<file path="src/ptm_pkg.sv">
/*
 Package for the periodic timer unit: register indexes, control fields,
 modes, pin actions and the bus carrier struct.
 Assumes an 8-bit register port with one-cycle strobes on a single clock.
*/
// How it works
// - Counter reads as low byte 7..0 and high byte bits 9..8.
// - Compare A is a 10-bit read/write pair, low byte and two bits.
// - Compare P is a 10-bit read/write pair, low byte and two bits.
// - Unused upper six bits of every high byte read as zero.
// - Mode field 00 selects compare match output mode.
// - Clear-select low: clear on P match or overflow if P zero; A and P flags.
// - Clear-select high: clear on A match, only A flag, never P flag.
// - Compare A zero: counter overflows at 3FF, no A flag.
// - Compare mode pin changes only on A flag or rising run bit; P match leaves it.
// - On A match pin-action sets, clears or toggles the pin; zero holds.
// - Rising run bit loads the pin with the output-control level, except in PWM.
// - Mode 11 counts and flags like compare mode, pin released.
// - PWM period is compare P, 1024 when zero; compare A is duty.
// - Duty at or above period keeps the output active all period.
// - PWM raises A flag on A match and P flag on the last count of each period.
// - PWM: output-control picks active level, pin-action enables or forces.
// - PWM keeps running while the pin is forced; clear-select ignored.
// - Single pulse: rising run starts count and pulse; pin edge sets run.
// - Single pulse ends on run clear or A match, which clears run.
// - Single pulse clears counter only on rising run or overflow at 3FF; P ignored.
// - Polarity bit inverts the pin, no effect in timer/counter mode.
package ptm_pkg;
	localparam int PTM_CW = 10;
	localparam logic [2:0] PTM_IDX_CNT_LO = 3'h0;
	localparam logic [2:0] PTM_IDX_CNT_HI = 3'h1;
	localparam logic [2:0] PTM_IDX_CMPA_LO = 3'h2;
	localparam logic [2:0] PTM_IDX_CMPA_HI = 3'h3;
	localparam logic [2:0] PTM_IDX_CMPP_LO = 3'h4;
	localparam logic [2:0] PTM_IDX_CMPP_HI = 3'h5;
	localparam logic [2:0] PTM_IDX_CTRL0 = 3'h6;
	localparam logic [2:0] PTM_IDX_CTRL1 = 3'h7;
	// Control zero: bit 0 run, bit 1 clears compare A flag, bit 2 P flag
	localparam int PTM_B_RUN = 0;
	localparam int PTM_B_CLRA = 1;
	localparam int PTM_B_CLRP = 2;
	localparam int PTM_B_FA = 4;
	localparam int PTM_B_FP = 5;
	// Control one: mode 7..6, pin action 5..4, oc 3, invert 2, clear 0
	localparam int PTM_B_MODE = 6;
	localparam int PTM_B_ACT = 4;
	localparam int PTM_B_OC = 3;
	localparam int PTM_B_INV = 2;
	localparam int PTM_B_CCLR = 0;
	localparam logic [9:0] PTM_CNT_MAX = 10'h3ff;
	localparam logic [9:0] PTM_ZERO10 = 10'h000;
	localparam logic [7:0] PTM_ZERO8 = 8'h00;

	typedef enum logic [1:0] {
		PTM_MODE_CMP = 2'b00,
		PTM_MODE_CAP = 2'b01,
		PTM_MODE_PWM = 2'b10,
		PTM_MODE_TMR = 2'b11
	} ptm_mode_t;

	typedef enum logic [1:0] {
		PTM_ACT_NONE = 2'b00,
		PTM_ACT_LOW = 2'b01,
		PTM_ACT_HIGH = 2'b10,
		PTM_ACT_TOG = 2'b11
	} ptm_act_t;

	typedef struct packed {
		logic [2:0] addr;
		logic [7:0] wdata;
		logic wr;
		logic rd;
	} ptm_bus_t;
endpackage

</file>
<file path="src/ptm_timer.sv">
/*
 Periodic timer unit: 10-bit counter, compare A and P, compare,
 timer/counter, PWM and single pulse modes, one output pin.
 Assumes the register port is on clk and the trigger pin is asynchronous.
*/
module ptm_timer (
	// Clock and reset
	input wire logic clk,
	input wire logic rst,
	// Register port
	input wire ptm_pkg::ptm_bus_t bus,
	output logic [7:0] rdata,
	// Pins
	input wire logic ext_clk_pin,
	output logic out_pin,
	output logic out_pin_oe,
	// Event flags
	output logic flag_a,
	output logic flag_p
);
	import ptm_pkg::*;

	logic [9:0] cnt_reg, cnt_next, cmpa_reg, cmpp_reg;
	logic run_reg, run_d_reg, fa_reg, fp_reg, pin_reg, pin_next;
	logic [7:0] ctrl1_reg;
	logic [7:0] rdata_reg;
	logic sy1_reg, sy2_reg, sy3_reg;

	function automatic logic hit(input logic [2:0] a, input logic [2:0] idx);
		hit = a == idx;
	endfunction

	wire logic wr_ctrl0 = bus.wr && hit(bus.addr, PTM_IDX_CTRL0);
	wire ptm_mode_t mode = ptm_mode_t'(ctrl1_reg[PTM_B_MODE +: 2]);
	wire ptm_act_t act = ptm_act_t'(ctrl1_reg[PTM_B_ACT +: 2]);
	wire logic oc = ctrl1_reg[PTM_B_OC];
	wire logic inv = ctrl1_reg[PTM_B_INV];
	wire logic cclr = ctrl1_reg[PTM_B_CCLR];
	wire logic pwm_fam = mode == PTM_MODE_PWM;
	wire logic single = pwm_fam && act == PTM_ACT_TOG;
	wire logic pwm = pwm_fam && !single;
	wire logic cmp_fam = mode == PTM_MODE_CMP || mode == PTM_MODE_TMR;
	wire logic rise = run_reg && !run_d_reg;
	wire logic trig = sy2_reg && !sy3_reg;
	// Matches only while counting; zero compare values never match
	wire logic ma = run_reg && cmpa_reg != PTM_ZERO10 && cnt_reg == cmpa_reg;
	wire logic mp = run_reg && cmpp_reg != PTM_ZERO10 && cnt_reg == cmpp_reg;
	wire logic ovf = run_reg && cnt_reg == PTM_CNT_MAX;
	// PWM period in counts, 1024 when compare P is zero
	wire logic [10:0] period = cmpp_reg == PTM_ZERO10 ? 11'h400
		: {1'b0, cmpp_reg};
	// Last count of a PWM period, so one period is exactly P counts
	wire logic pwm_end = run_reg && {1'b0, cnt_reg} == period - 11'h001;
	// Clear source per mode
	wire logic clr_cnt = (cmp_fam && cclr && ma)
		|| (cmp_fam && !cclr && mp)
		|| (pwm && pwm_end);
	wire logic set_a = (cmp_fam || pwm || single) && ma;
	wire logic set_p = (cmp_fam && !cclr && mp)
		|| (pwm && pwm_end);
	// Single pulse ends on A match
	wire logic sp_stop = single && ma;
	wire logic sw_run = bus.wdata[PTM_B_RUN];
	// Duty at or above period stays active
	wire logic duty_on = {1'b0, cnt_reg} < {1'b0, cmpa_reg}
		|| {1'b0, cmpa_reg} >= period;
	// PWM level: enabled waveform or forced level
	wire logic pwm_lvl = act == PTM_ACT_HIGH ? (duty_on ~^ oc)
		: act == PTM_ACT_LOW ? 1'b1 : 1'b0;

	// Counter advances while running, rising run restarts
	always_comb begin
		cnt_next = cnt_reg;
		if (rise)
			cnt_next = PTM_ZERO10;
		else if (run_reg)
			cnt_next = (clr_cnt || ovf) ? PTM_ZERO10 : cnt_reg + 10'h001;
	end

	// Pin state before polarity
	always_comb begin
		pin_next = pin_reg;
		if (rise && !pwm)
			pin_next = oc;
		else if (cmp_fam && set_a) begin
			case (act)
			PTM_ACT_LOW: pin_next = 1'b0;
			PTM_ACT_HIGH: pin_next = 1'b1;
			PTM_ACT_TOG: pin_next = !pin_reg;
			default: pin_next = pin_reg;
			endcase
		end else if (single && (sp_stop || !run_reg))
			pin_next = !oc;
		else if (pwm)
			pin_next = pwm_lvl;
	end

	always_ff @(posedge clk) begin
		sy1_reg <= ext_clk_pin;
		sy2_reg <= sy1_reg;
		sy3_reg <= sy2_reg;
	end

	always_ff @(posedge clk) begin
		if (rst) begin
			cnt_reg <= PTM_ZERO10;
			run_reg <= 1'b0;
			run_d_reg <= 1'b0;
			pin_reg <= 1'b0;
		end else begin
			cnt_reg <= cnt_next;
			run_d_reg <= run_reg;
			pin_reg <= pin_next;
			// Hardware stop wins over a software write
			if (sp_stop)
				run_reg <= 1'b0;
			else if (single && trig)
				run_reg <= 1'b1;
			else if (wr_ctrl0)
				run_reg <= sw_run;
		end
	end

	// Flags: a set in the clearing cycle wins
	always_ff @(posedge clk) begin
		if (rst) begin
			fa_reg <= 1'b0;
			fp_reg <= 1'b0;
		end else begin
			fa_reg <= set_a || (fa_reg && !(wr_ctrl0 && bus.wdata[PTM_B_CLRA]));
			fp_reg <= set_p || (fp_reg && !(wr_ctrl0 && bus.wdata[PTM_B_CLRP]));
		end
	end

	// Compare pairs and control one
	always_ff @(posedge clk) begin
		if (rst) begin
			cmpa_reg <= PTM_ZERO10;
			cmpp_reg <= PTM_ZERO10;
			ctrl1_reg <= PTM_ZERO8;
		end else if (bus.wr) begin
			case (bus.addr)
			PTM_IDX_CMPA_LO: cmpa_reg[7:0] <= bus.wdata;
			PTM_IDX_CMPA_HI: cmpa_reg[9:8] <= bus.wdata[1:0];
			PTM_IDX_CMPP_LO: cmpp_reg[7:0] <= bus.wdata;
			PTM_IDX_CMPP_HI: cmpp_reg[9:8] <= bus.wdata[1:0];
			PTM_IDX_CTRL1: ctrl1_reg <= bus.wdata;
			default: ctrl1_reg <= ctrl1_reg;
			endcase
		end
	end

	// Read mux, upper high-byte bits zero
	logic [7:0] rd_mux;
	always_comb begin
		case (bus.addr)
		PTM_IDX_CNT_LO: rd_mux = cnt_reg[7:0];
		PTM_IDX_CNT_HI: rd_mux = {6'h00, cnt_reg[9:8]};
		PTM_IDX_CMPA_LO: rd_mux = cmpa_reg[7:0];
		PTM_IDX_CMPA_HI: rd_mux = {6'h00, cmpa_reg[9:8]};
		PTM_IDX_CMPP_LO: rd_mux = cmpp_reg[7:0];
		PTM_IDX_CMPP_HI: rd_mux = {6'h00, cmpp_reg[9:8]};
		PTM_IDX_CTRL0: rd_mux = {2'h0, fp_reg, fa_reg, 3'h0, run_reg};
		PTM_IDX_CTRL1: rd_mux = ctrl1_reg;
		default: rd_mux = PTM_ZERO8;
		endcase
	end

	always_ff @(posedge clk) begin
		if (rst)
			rdata_reg <= PTM_ZERO8;
		else if (bus.rd)
			rdata_reg <= rd_mux;
		else
			rdata_reg <= PTM_ZERO8;
	end

	assign rdata = rdata_reg;
	assign flag_a = fa_reg;
	assign flag_p = fp_reg;
	// Polarity, pin released in timer/counter and capture modes
	assign out_pin = pin_reg ^ inv;
	assign out_pin_oe = mode != PTM_MODE_TMR && mode != PTM_MODE_CAP;
endmodule

</file>
<file path="config.mk">
export PLATFORM = sky130hd
export DESIGN_NAME = ptm_timer
export DESIGN_NICKNAME = d
export VERILOG_FILES = /design/src/ptm_pkg.sv /design/src/ptm_timer.sv
export SDC_FILE = /design/constraint.sdc
export NUM_CORES = 1
export LEC_CHECK = 0
export BUFFER_PORTS_ARGS = -buffer_cell sky130_fd_sc_hd__clkbuf_2
export CORE_AREA = 3 3 114 116
export DETAILED_ROUTE_END_ITERATION = 10
export DIE_AREA = 0 0 117 119
export SLEW_MARGIN = 20
export SYNTH_ARGS = -nofsm -noshare
export SYNTH_HDL_FRONTEND = slang
export SYNTH_SLANG_ARGS = --single-unit
export TNS_END_PERCENT = 30
</file>
<file path="constraint.sdc">
create_clock -name clk -period 6.2 [get_ports clk]
set_input_delay 0.93 -clock clk [delete_from_list [all_inputs] [get_ports clk]]
set_output_delay 0.93 -clock clk [all_outputs]
set_load 0.01 [all_outputs]
</file>
**Word-level counts from Yosys, hierarchy flattened**

Index checks and enable logic that the tools add are counted.

- Output and inout bits: 12
- Bits in registers: 54
- Logic and storage cells: 117

- Reduce and logical (&&, ||, !) cells: 64
- Eq/ne operators: 19
- Magnitude comparators: 2
- Bitwise gates (word level): 3
- $add $sub $neg: 2
- Multiplexer cells: 12

Operator list:

| kind | count |
|---|---|
| one-hot mux 8 bit (8 select lines) | 1 |
| logical AND 1 bit | 27 |
| == test 10 bit | 2 |
| nonzero test 10 bit | 2 |
| == test 3 bit, second input constant | 4 |
| AND reduction 2 bit | 6 |
| == test 10 x 11 -> 1 bit | 1 |
| greater-or-equal comparator 10 x 11 -> 1 bit | 1 |
| logical OR 1 bit | 11 |
| two-way mux 11 bit | 1 |
| subtractor 11 x 1 -> 11 bit, second input constant | 1 |
| adder 10 x 1 -> 10 bit, second input constant | 1 |
| == test 10 bit, second input constant | 1 |
| logical NOT 1 bit | 10 |
| logical NOT 10 bit | 1 |
| < comparator 10 bit | 1 |
| two-way mux 10 bit | 1 |
| == test 2 bit, second input constant | 4 |
| two-way mux 1 bit | 8 |
| == test 3 x 2 -> 1 bit, second input constant | 2 |
| OR reduction 2 bit | 3 |
| inequality test 5 bit, second input constant | 1 |
| nonzero test 4 bit | 1 |
| == test 3 x 1 -> 1 bit, second input constant | 1 |
| 10 further kinds | 10 |

**Longest topological paths before layout**

Gate-level depths: netlist of the first run.

- Depth after elaboration: 10
- Gate-level depth with buffers: 13
- Depth with buffers taken out: 12

**Worst setup path before layout of the first run**

Ideal clock, no wire load.

- Kind: register -> register
- Start point: reg cmpp_reg[0]
- End point: reg pin_reg
- Buffers on the path: 1
- Cell stages (with the launch flop): 13
- Setup time: 124 ps
- Required time: 6076 ps
- Setup slack: 3817 ps
- Clock period less this slack: 2383 ps
- Arrival: 2259 ps
- Cells stage by stage: dfxtp_1 > clkbuf_1 > inv_1 > ha_1 > nor2b_1 > a31oi_1 > ha_1 > nand2b_1 > a31oi_1 > o31ai_1 > o221ai_1 > mux2i_1 > a211oi_1

- Longest elaborated chain between the ends: 10

RTL lines:

| element | RTL line | RTL |
|---|---|---|
| start, declared | ptm_timer.sv:23 | `logic [9:0] cnt_reg, cnt_next, cmpa_reg, cmpp_reg;` |
| start signal, assigned | ptm_timer.sv:145 | `PTM_IDX_CMPP_LO: cmpp_reg[7:0] <= bus.wdata;` |
| logical NOT 10 bit | ptm_timer.sv:50 | `wire logic [10:0] period = cmpp_reg == PTM_ZERO10 ? 11'h400` |
| two-way mux 11 bit * | ptm_timer.sv:50 |  |
| greater-or-equal comparator 10 x 11 -> 1 bit * | ptm_timer.sv:66 | `\|\| {1'b0, cmpa_reg} >= period;` |
| logical OR 1 bit * | ptm_timer.sv:66 |  |
| bitwise XNOR 1 bit * | ptm_timer.sv:68 | `wire logic pwm_lvl = act == PTM_ACT_HIGH ? (duty_on ~^ oc)` |
| two-way mux 1 bit * | ptm_timer.sv:68 |  |
| two-way mux 1 bit * | ptm_timer.sv:94 | `else if (pwm)` |
| two-way mux 1 bit * | ptm_timer.sv:92 | `end else if (single && (sp_stop \|\| !run_reg))` |
| two-way mux 1 bit * | ptm_timer.sv:85 | `else if (cmp_fam && set_a) begin` |
| two-way mux 1 bit * | ptm_timer.sv:83 | `if (rise && !pwm)` |
| end signal, assigned | ptm_timer.sv:113 | `pin_reg <= pin_next;` |
| end, declared | ptm_timer.sv:24 | `logic run_reg, run_d_reg, fa_reg, fp_reg, pin_reg, pin_next;` |

Every way passes the cells marked *; elsewhere a longest branch is shown, timed or not. The select of a mux whose other input is x is not followed.
A chain may end at the register's enable or synchronous reset.

**Worst setup path in the final report of the first run**

- Start point: reg cmpp_reg[0]
- End point: reg fp_reg, in the netlist flag_p

- Longest elaborated chain between the ends: 8
- Elaborated cells on any way between the ends: 13
- Classes of those cells: add/sub (1); eq/ne (2); mux (1); reduce/logical (9)

RTL lines:

| element | RTL line | RTL |
|---|---|---|
| logical NOT 10 bit | ptm_timer.sv:50 |  |
| two-way mux 11 bit | ptm_timer.sv:50 |  |
| subtractor 11 x 1 -> 11 bit | ptm_timer.sv:53 | `wire logic pwm_end = run_reg && {1'b0, cnt_reg} == period - 11'h001;` |
| == test 10 x 11 -> 1 bit | ptm_timer.sv:53 |  |
| logical AND 1 bit | ptm_timer.sv:53 |  |
| logical AND 1 bit | ptm_timer.sv:60 | `\|\| (pwm && pwm_end);` |
| logical OR 1 bit * | ptm_timer.sv:60 |  |
| logical OR 1 bit * | ptm_timer.sv:131 | `fp_reg <= set_p \|\| (fp_reg && !(wr_ctrl0 && bus.wdata[PTM_B_CLRP]));` |
| end signal, assigned | ptm_timer.sv:131 |  |
| end, declared | ptm_timer.sv:24 |  |

Every way passes the cells marked *; elsewhere a longest branch is shown, timed or not.

==> summary by stage, run 1 <==
Setup path
For the worst flop-to-flop path, the logic depth is 8. The type of element capturing the critical path is a register. Tracing the worst setup path back leads to its startpoint at cmpp_reg[0]. The worst flop-to-flop path startpoint is cmpp_reg[0]. The critical path is of the register to register type. The capturing instance or port of the critical path is flag_p. Along the worst path, the maximum fanout reaches 11.

The nature of the critical path startpoint is a register. At the worst endpoint, the arrival time is around 2.9 ns. The reg-to-reg setup timing slack is 3.53 ns.

Data on the critical path is required at its endpoint by 6.45 ns. The worst register-to-register path ends at flag_p.

Global routing
In the global route stage, overall resource usage came out at 0.159. The number of antenna violations at the first check in global routing came to 0. Entering global routing, the biggest net connects 35 pins. The number of global-route vias before repair is ~3,400. The overall overflow remaining after global route is 0. The first global-routing pass estimated 17.7 mm of wire.

Yosys
Of the post-synthesis cell area, the dominant cell type holds 0.299. The post-synth net total is between 500 and 600. The sequential-to-total area share from yosys stat is 0.299. The mapped cell area is 3620 um^2.

By area the synthesized netlist is led by dfxtp_1 30%, ha_1 9.0%, a21oi_1 7.6%. The number of distinct standard cells referenced by the synthesized netlist is 57. Counting every instance in the synthesized netlist gives 475. The number of warnings printed during yosys synthesis is 0. The number of synthesized register bits is 54. A synthesized cell averages 7.61 um^2. After synthesis, the share of flip-flops with an asynchronous set or reset is 0.

The number of enable-type register cells in the synthesized netlist is 0. The cell type contributing the most total cell area after synthesis is dfxtp_1. The most used flip-flop cell after synthesis is dfxtp_1.

Routing
Across all layers, the routed design uses 3,468 vias. The detailed-router iteration count before antenna repair is 5. Using the TritonRoute via totals, the vias-per-cell ratio works out to 5.54. For this run, design rule violations remaining after detail routing come to 0.

The average routed wire per standard cell is around 17 um. The sum of routed wire length over all layers is 10.6 mm. Once detail routing completed, the nets flagged for antenna violations numbered 0. The first routing iteration left 245 violations.

Floorplan
The vertical die dimension is ~120 um. The site row count is 40. The die area is 13,900 um^2. The initial core utilization is 0.301. The total area inside the core boundary comes to 12,000 um^2. The die is between 100 and 150 um wide.

The top-level I/O count is 28.

Run status
The flow ran to the end, and the final reports show no timing, DRC or antenna violations.

Finish
At the end of the flow the core is filled with cells to 0.329. The final antenna diode count is 0. After filler insertion, the fill cell instance count of the layout stands at around 1,300.

In the final design database the tool counted 520 nets. Across the whole layout, storage elements account for between 1000 and 1500 um^2. Of the cells placed in the final design, the portion with a size suffix greater than 1 is 0.100.

The area taken by multi-input logic gates is 2300 um^2. Compared with the post-synthesis result, the final layout area differs by 9.41%.

Timing
The fmax is 374 MHz. In the finished design, the share of the clock period the worst path needs comes to 0.431. The max-slew violation count is 0.

The sum of negative setup slack is 0 ns. The number of hold violations in the final report is 0. The worst-margin pin slew is 0.874 ns. The worst-case headroom to the max-slew limit is 0.414. Setup repair after global routing left no endpoint under its margin.

The clock period minus worst slack is 2.67 ns. The worst-case hold slack is roughly 0.33 ns. Setup violations remaining at the end of the flow were counted as 0. Clock skew on the completed layout was measured at 0.00613 ns.

Power
The maximum vdd ir drop is 0.122 mV. The total power density per cell area is 192 nW/um^2. For this design the static power due to leakage is 1.58 nW.

CTS
The number of H-tree branching levels is 2. The clock latency of the later-clocked register in the worst-skew pair is 0.30 ns. The TritonCTS clock tree is built. The post-CTS setup buffer count is 0. The TritonCTS sink count is 54. The number of gates resized after CTS was 0. The buffer type at the clock tree root is clkbuf_16. The buffer levels on the longest clock path is 2.

The number of hold buffers added after cts is 0. After clock tree synthesis, the clock-pin slew on the worst setup and hold paths is 0.07 ns. The number of buffers created by CTS is 5.

Placed design
Buffers placed on the I/O ports in this run total 27. Summed over all nets, the half-perimeter wirelength after detailed placement is roughly 8.1 mm. The routability-driven placement congestion ratio is 0.931.

Job
The max-capacitance violation count is 0.

Worst hold path
The min-delay analysis places its worst path in the category register to register.
-- metrics by stage --
step | area, um^2 | total power, W | std cells | setup slack, ns
2_1_floorplan | 3620 | 0.000436 | 475 | 3.82
3_3_place_gp | 3800 | 0.000464 | 618 | 3.52
3_5_place_dp | 3800 | 0.000466 | 618 | 3.46
4_1_cts | 3960 | 0.000763 | 626 | 3.52
5_1_grt | 3960 | 0.000791 | 626 | 3.24
6_report | 3960 | 0.000759 | 626 | 3.53
-- worst max-delay path: stages, from the launching register on --
cell       delay (ns)
dfxtp_1          0.50
inv_1            0.16
ha_1             0.33
xnor2_1          0.12
a2111oi_0        0.44
nand4b_1         0.17
a2111oi_2        0.22
and4_1           0.50
o21a_1           0.18
-- report_power, final --
group	total [W]	internal, W	switching, W
registers	0.000364	0.000354	0.0000107
clock network	0.000299	0.000163	0.000137
logic	0.0000950	0.0000365	0.0000585
total	0.000759	0.000553	0.000206
-- logic make-up (layout without fill, tap and decap cells) --
kind of cell / after synthesis / after routing / share of synthesized area
compound gates: 115 / 115 / 0.197
buf+inv: 59 / 63 / 0.0661
fa+ha+maj: 26 / 26 / 0.0900
mux: 13 / 13 / 0.0405
flops: 54 / 54 / 0.299
xor+xnor: 22 / 22 / 0.0533
simple gates: 186 / 186 / 0.254
-- synthesized netlist by cell type (all sizes together), types with 4 or more instances --
master	count
and2	4
xor2	8
nor2b	9
a31oi	6
nor2	36
buf	4
a22oi	4
clkbuf	27
a21oi	55
dfxtp	54
o21ai	18
nand3	19
nand2	70
and3	4
nor3	4
xnor2	14
nand4	7
nor4	4
ha	26
mux2i	9
nand2b	8
inv	28
-- cell usage in the layout (no fill, tap or decap), types with 9 or more instances in the layout --
cell type,count
o21ai_0,18
a21oi_1,55
nand3_1,19
mux2i_1,9
nand2_1,70
ha_1,26
clkbuf_2,27
dfxtp_1,54
xnor2_1,14
nor2_1,36
inv_1,28
nor2b_1,9
-- metal layers --
layer,part of all wire,track usage,up-vias
met1,0.47,0.233,1664
li1,-,-,1669
met3,0.062,0.0254,16
met4,0.015,0.0401,0
met5,0,0,-
met2,0.45,0.242,119
-- worst min path at each step --
stage / to / cells after the start / slack [ns] / start
after CTS: sy2_reg / 0 / 0.34 / sy1_reg
after global routing: sy2_reg / 0 / 0.34 / sy1_reg
after detailed placement: sy2_reg / 0 / 0.32 / sy1_reg
after global placement: sy2_reg / 0 / 0.32 / sy1_reg
final: sy2_reg / 0 / 0.33 / sy1_reg
after floorplan: sy2_reg / 0 / 0.31 / sy1_reg
-- layout make-up --
type	count	share of cell area
timing repair buffer	27	0.0342
inverter	28	0.0266
multi-input combinational	362	0.580
tap	147	0.0465
clock inverter	2	0.00411
sequential	54	0.273
clock buffer	6	0.0351
Power figures use the tool's default switching activity.
==> inputs of run 2 (changes only) <==
==> constraint.sdc (replaced) <==
create_clock -name clk -period 2.6 [get_ports clk]
set_input_delay 0.39 -clock clk [delete_from_list [all_inputs] [get_ports clk]]
set_output_delay 0.39 -clock clk [all_outputs]
set_load 0.01 [all_outputs]
==> run 2 against run 1 <==
Against the previous run:
- sequential share of layout area is 1.2 points lower
- via count increased by 2.9%
- critical endpoint is now pin_reg
- worst setup slack lost 3.4 ns
- global-route usage increased by 0.54 points
- highest routed layer unchanged
- count of clock-buffer cells in the layout fell by 1
- combinational power rose to 2.6 times the previous value
- final area up 4.6%
- sequential power rose by 140%
- wire length increased by 5.4%
- core utilization is 1.5 points higher
==> summary by stage, run 2 (synthesis gave the netlist of run 1 again) <==
Floorplan
28 I/O pins were placed. The floorplan step defined a die boundary enclosing 13,900 um^2. The floorplan die width is 117 um. The initial utilization of the core area, before any placement, comes to 0.301. The vertical die dimension is 119 um.

The initialized floorplan defines 40 standard-cell rows. The total area inside the core boundary comes to roughly 12,000 um^2.

Power
The maximum vdd ir drop is 0.279 mV. The leakage power summed over all cells is 1.70 nW. The total power density per cell area is 453 nW/um^2.

Timing
The routed design could run at a clock period as short as 2.43 ns. The worst-case headroom to the max-slew limit is 0.531. For the pin with the worst max-slew slack, the measured transition is 0.702 ns. The setup clock skew after layout is 0.00850 ns. The worst-case hold slack is 0.189 ns.

The fmax is between 400 and 500 MHz. Setup repair after global routing could not meet its margin everywhere. The share of the clock period used by the worst path after layout is 0.934. The number of setup violations in the final report is 0.

The number of hold violations in the final report is 0. The max-slew violation count is 0.

Setup path
The number of buffer and inverter instances along the worst setup path is 0. Across all register-to-register paths, the minimum setup slack is 0.17 ns. Counting cells, the worst reg-to-reg path comes to 9.

The critical-path maximum fanout is 9. The type of element capturing the critical path is a register. The destination of the worst register-to-register timing path is pin_reg.

Broken down by cell family, the worst path's largest delay share belongs to compound AO/OA/AOI/OAI gates. The signal arrival time at the worst endpoint is 2.64 ns. The nature of the critical path startpoint is a register. The worst setup path is of the register to register kind. The worst flop-to-flop path startpoint is cmpp_reg[5]. The peak per-stage delay on the critical path is 0.44 ns. The launching element of the worst setup path is cmpp_reg[5].

The critical path goes through nor4_4, a31oi_1, ha_1, nand2b_1, a31oi_1, o31ai_1, o221ai_1, mux2i_1, a211oi_1. For this design, the slowest cell found on the critical path is nor4_4. Counting stages on the worst path, the most repeated cell is a31oi_1. STA puts the critical path data required time at between 2 and 3 ns.

Global routing
The overall overflow remaining after global route is 0. In the global route stage, overall resource usage came out at 0.164. The global-route wire length before repair is around 18 mm. The number of antenna violations at the first check in global routing is 0. The maximum number of pins on one net before global-route repair is 34. The number of global-route vias before repair was 3,474.

Worst hold path
The launch instance of the worst min-delay path is ext_clk_pin. The worst min-delay path endpoint is sy1_reg. The number of cells traversed by the worst hold path is 1. The min-delay analysis places its worst path in the category input pin to register.

Finish
The layout net count is 541. For this run, the share of the core covered by cells in the final layout is 0.344. Of the cells placed in the final design, the portion with a size suffix greater than 1 is 0.144.

The most frequent standard cell in the layout excluding fill and tap cells is nand2_1. The number of antenna diodes in the final layout is 0. In the layout the commonest cells are 70 x nand2_1, 55 x a21oi_1, 54 x dfxtp_1. The synthesis-to-layout area growth is 14.4%.

Placed design
Routability-driven placement finished with a final weighted congestion of 0.950. Once detailed placement completed, the half-perimeter wirelength came to approximately 8.6 mm. The count of buffers inserted at the top-level ports is 27.

CTS
After clock tree synthesis, the flow added hold-fix buffers numbering 0. Counting every sink on the clock net gives 54. The clock reaches the later pin of the worst-skew pair after 0.30 ns. The buffer levels on the longest clock path is 2. TritonCTS built the clock tree. The clock slew at the register clock pins of the worst setup and hold paths is 0.07 ns.

The buffer type at the clock tree root is clkbuf_16. The H-tree was split into 2 levels. Clock tree synthesis inserted a total of 5 buffers.

Routing
Using the TritonRoute via totals, the vias-per-cell ratio works out to 5.52. After detailed routing, the average wire length per cell comes to ~17 um. After the first detailed-routing iteration, the DRC count stood at 356. The sum of routed wire length over all layers is between 10 and 15 mm. The detailed-router iteration count before antenna repair is 5. The detailed router placed roughly 3,600 vias in this run. In this run the remaining antenna-violating nets after routing total 0.

For this run, design rule violations remaining after detail routing come to 0.

Job
The max-capacitance violation count is 0.

Run status
The run finished with clean final reports.
[run 2: how the worst max path moves through the flow]
stage / cells after the start / end / slack [ns]
finish: 9 / pin_reg / 0.17
detailed placement: 7 / cnt_reg[1] / 0.18
global placement: 8 / flag_p / 0.25
CTS: 7 / cnt_reg[1] / 0.12
floorplan: 12 / pin_reg / 0.22
global route: 11 / pin_reg / -0.06
[run 2: cell type report]
cell class	count	area (um^2)
Fill cell	1285	7870
Multi-Input combinational cell	362	2310
Sequential cell	54	1080
Timing Repair Buffer	48	293
Tap cell	147	184
Clock buffer	5	125
Inverter	28	105
Clock inverter	2	38.8
[run 2: repair_timing]
action	CTS	global route
setup endpoints to repair	0	12
gates resized for setup	0	4
setup buffers	0	0
[run 2: routing by layer]
metal	GRT usage	part of all wire	vias to the layer above
li1	-	-	1710
met4	0.0409	0.016	0
met2	0.252	0.46	167
met1	0.227	0.44	1671
met3	0.0462	0.085	21
met5	0	0	-
[run 2: where the power goes]
part           switching (W)  internal [W]  total (W)
registers          0.0000197      0.000843   0.000863
clock network       0.000315      0.000451   0.000767
logic               0.000150     0.0000961   0.000246
total               0.000485       0.00139    0.00188
[run 2: through the flow]
stage	setup slack, ns	area, um^2	instances	power, W	setup TNS [ns]
floorplan	0.217	3620	475	0.00104	0
global placement	0.245	3960	639	0.00112	0
detailed placement	0.185	3960	639	0.00112	0
CTS	0.121	4120	646	0.00188	0
global route	-0.0595	4140	646	0.00194	-0.0595
finish	0.172	4140	646	0.00188	0
==> inputs of run 3 (changes only) <==
--- a/config.mk
+++ b/config.mk
@@ -6,9 +6,9 @@
 export NUM_CORES = 1
 export LEC_CHECK = 0
 export BUFFER_PORTS_ARGS = -buffer_cell sky130_fd_sc_hd__clkbuf_2
-export CORE_AREA = 3 3 114 116
+export CORE_AREA = 3 3 94 96
 export DETAILED_ROUTE_END_ITERATION = 10
-export DIE_AREA = 0 0 117 119
+export DIE_AREA = 0 0 97 99
 export SLEW_MARGIN = 20
 export SYNTH_ARGS = -nofsm -noshare
 export SYNTH_HDL_FRONTEND = slang
==> run 3 against run 2 <==
Against the previous run:
- sequential share of layout area rose by 0.76 points
- final area shrank 2.8%
- die area shrank 31%
- core utilization increased by 15 points
- wire length down 5.3%
- worst setup slack improved by 0.0060 ns
- sequential power is essentially flat
- highest routed layer unchanged
- clock skew increased by 0.0060 ns
- register-to-register slack about the same
- largest power group unchanged
- count of clock-buffer cells in the layout did not move
- power shrank 11%
- first-iteration DRC count is 43% lower
==> summary by stage, run 3 (synthesis gave the netlist of run 1 again) <==
Global routing
The number of antenna violations at the first check in global routing came to 0. After global routing the overflow that remains totals 0. The global-route usage over all layers is 0.222. The maximum number of pins on one net before global-route repair is 34. The number of global-route vias before repair is around 3,300. The first global-routing pass estimated 17.2 mm of wire.

Finish
The final antenna diode count is 0. Compared with the post-synthesis result, the final layout area differs by 11.2%. In the final layout, the share of cells above drive strength 1 is 0.138. After the last flow step, the layout net total stands at 541.

The most frequent standard cell in the layout excluding fill and tap cells is nand2_1. Leaving out fill and tap cells, the most frequent cells in the layout are 70 x nand2_1, 55 x a21oi_1, 54 x dfxtp_1.

Placed design
The routability-driven placement congestion ratio is between 0.9 and 1. Detailed placement ended at an HPWL of 8.30 mm. The count of buffers inserted at the top-level ports is 27.

The worst setup slack after placement is 0.212 ns.

Routing
Once detail routing completed, the nets flagged for antenna violations numbered 0. The detailed router finished its first iteration with 202 violations. The detailed-router iteration count before antenna repair is 5. For this run, design rule violations remaining after detail routing come to 0.

The post-detailed-route via-to-cell ratio is 5.78. The average routed wire per standard cell is 17.6 um. The routed layout has between 3,000 and 4,000 vias. Wires add up to 10.6 mm.

CTS
In this run the deepest clock path goes through 2 buffers. The TritonCTS sink count is 54. TritonCTS built the clock tree. Counting the buffers created by CTS gives 5. The number of H-tree branching levels is 2. The number of hold buffers added after cts is 0. The post-CTS setup buffer count is 0. The buffer type at the clock tree root is clkbuf_8. The post-cts repair resize count is 0. For the worst-skew pair, the clock arrives at the later sink with an insertion delay of about 0.31 ns. Clock-pin slew was measured on the worst setup and hold paths at approximately 0.10 ns.

Timing
The worst-case headroom to the max-slew limit is 0.619. The setup clock skew after layout is 0.0145 ns. Dividing the final minimum period by the clock period gives 0.931. The max-slew violation count is 0.

Setup repair after global routing left no endpoint under its margin. Derived from the worst setup path, the maximum achievable clock frequency is between 400 and 500 MHz. The number of hold violations in the final report is 0. At the pin with the least slew margin, the transition time is 0.569 ns.

The sum of negative setup slack is 0 ns. The final worst setup slack is 0.178 ns. The routed design could run at a clock period as short as 2.42 ns. Setup violations remaining at the end of the flow were counted as 0.

Setup path
The worst path required time is between 2 and 3 ns. The nature of the critical path startpoint is a register. The worst setup path is captured at a register. The startpoint-to-endpoint class of the critical path is register to register. Along the worst path, the maximum fanout reaches 4.

In this run the register-to-register setup slack is 0.18 ns. At the worst endpoint, the arrival time is 2.62 ns.

Floorplan
For this design the top-level I/O count stands at 28. The site row count is 33. The initial core utilization is 0.445.

The area of the core is 8130 um^2. From bottom edge to top edge, the die measures a little under 100 um. The floorplan die width is approximately 97 um. The die area is ~9600 um^2.

Power
The worst-case IR drop observed on VDD is 0.271 mV. For this design the ratio of total power to cell area is about 410 nW/um^2. The leakage power summed over all cells is between 1.5 and 2 nW.

Job
Across the run, the number of max-cap violations was 0.

Run status
The run finished with clean final reports.

Worst hold path
The path class of the lowest-slack min-delay path is input pin to register.
==> run 3: metrics by stage <==
step | util | area, um^2 | std cells | total power (W) | hold WS [ns]
global route | 0.494 | 4020 | 604 | 0.00174 | 0.166
detailed placement | 0.480 | 3910 | 597 | 0.00112 | 0.319
CTS | 0.493 | 4010 | 604 | 0.00168 | 0.171
global placement | 0.480 | 3910 | 597 | 0.00112 | 0.318
finish | 0.494 | 4020 | 604 | 0.00166 | 0.178
floorplan | - | 3620 | 475 | 0.00104 | 0.310
==> run 3: power breakdown <==
group          switching, W  internal [W]
Combinational      0.000145     0.0000949
Sequential        0.0000192      0.000843
Clock              0.000276      0.000284
Total              0.000441       0.00122
==> run 3: worst paths after layout <==
check / start / endpoint / depth (start not counted)
worst max-delay path: cmpp_reg[0] / pin_reg / 11
worst min-delay path: ext_clk_pin / sy1_reg / 1
worst max register to register: cmpp_reg[0] / pin_reg / 11
worst min register to register: sy1_reg / sy2_reg / 0
==> run 3: routing by layer <==
metal	share of wire	global-route usage
met5	0	0
met4	0.018	0.0540
met3	0.059	0.0354
met2	0.45	0.365
met1	0.47	0.306
==> run 3: worst max-delay path: stages, from the launching register on <==
cell	delay [ns]
dfxtp_1	0.33
inv_1	0.12
ha_1	0.19
nor2b_1	0.29
a31oi_1	0.15
ha_1	0.29
nand2b_1	0.14
a31oi_1	0.17
o31ai_1	0.09
o221ai_1	0.25
mux2i_1	0.22
a211oi_1	0.08
==> run 3: layout make-up <==
cell class | count | area [um^2]
repair buffers | 48 | 293
flip-flops and latches | 54 | 1080
fillers | 803 | 4110
clock inverters | 2 | 38.8
clock buffers | 5 | 68.8
multi-input cells | 362 | 2300
well taps | 105 | 131
inverters | 28 | 105
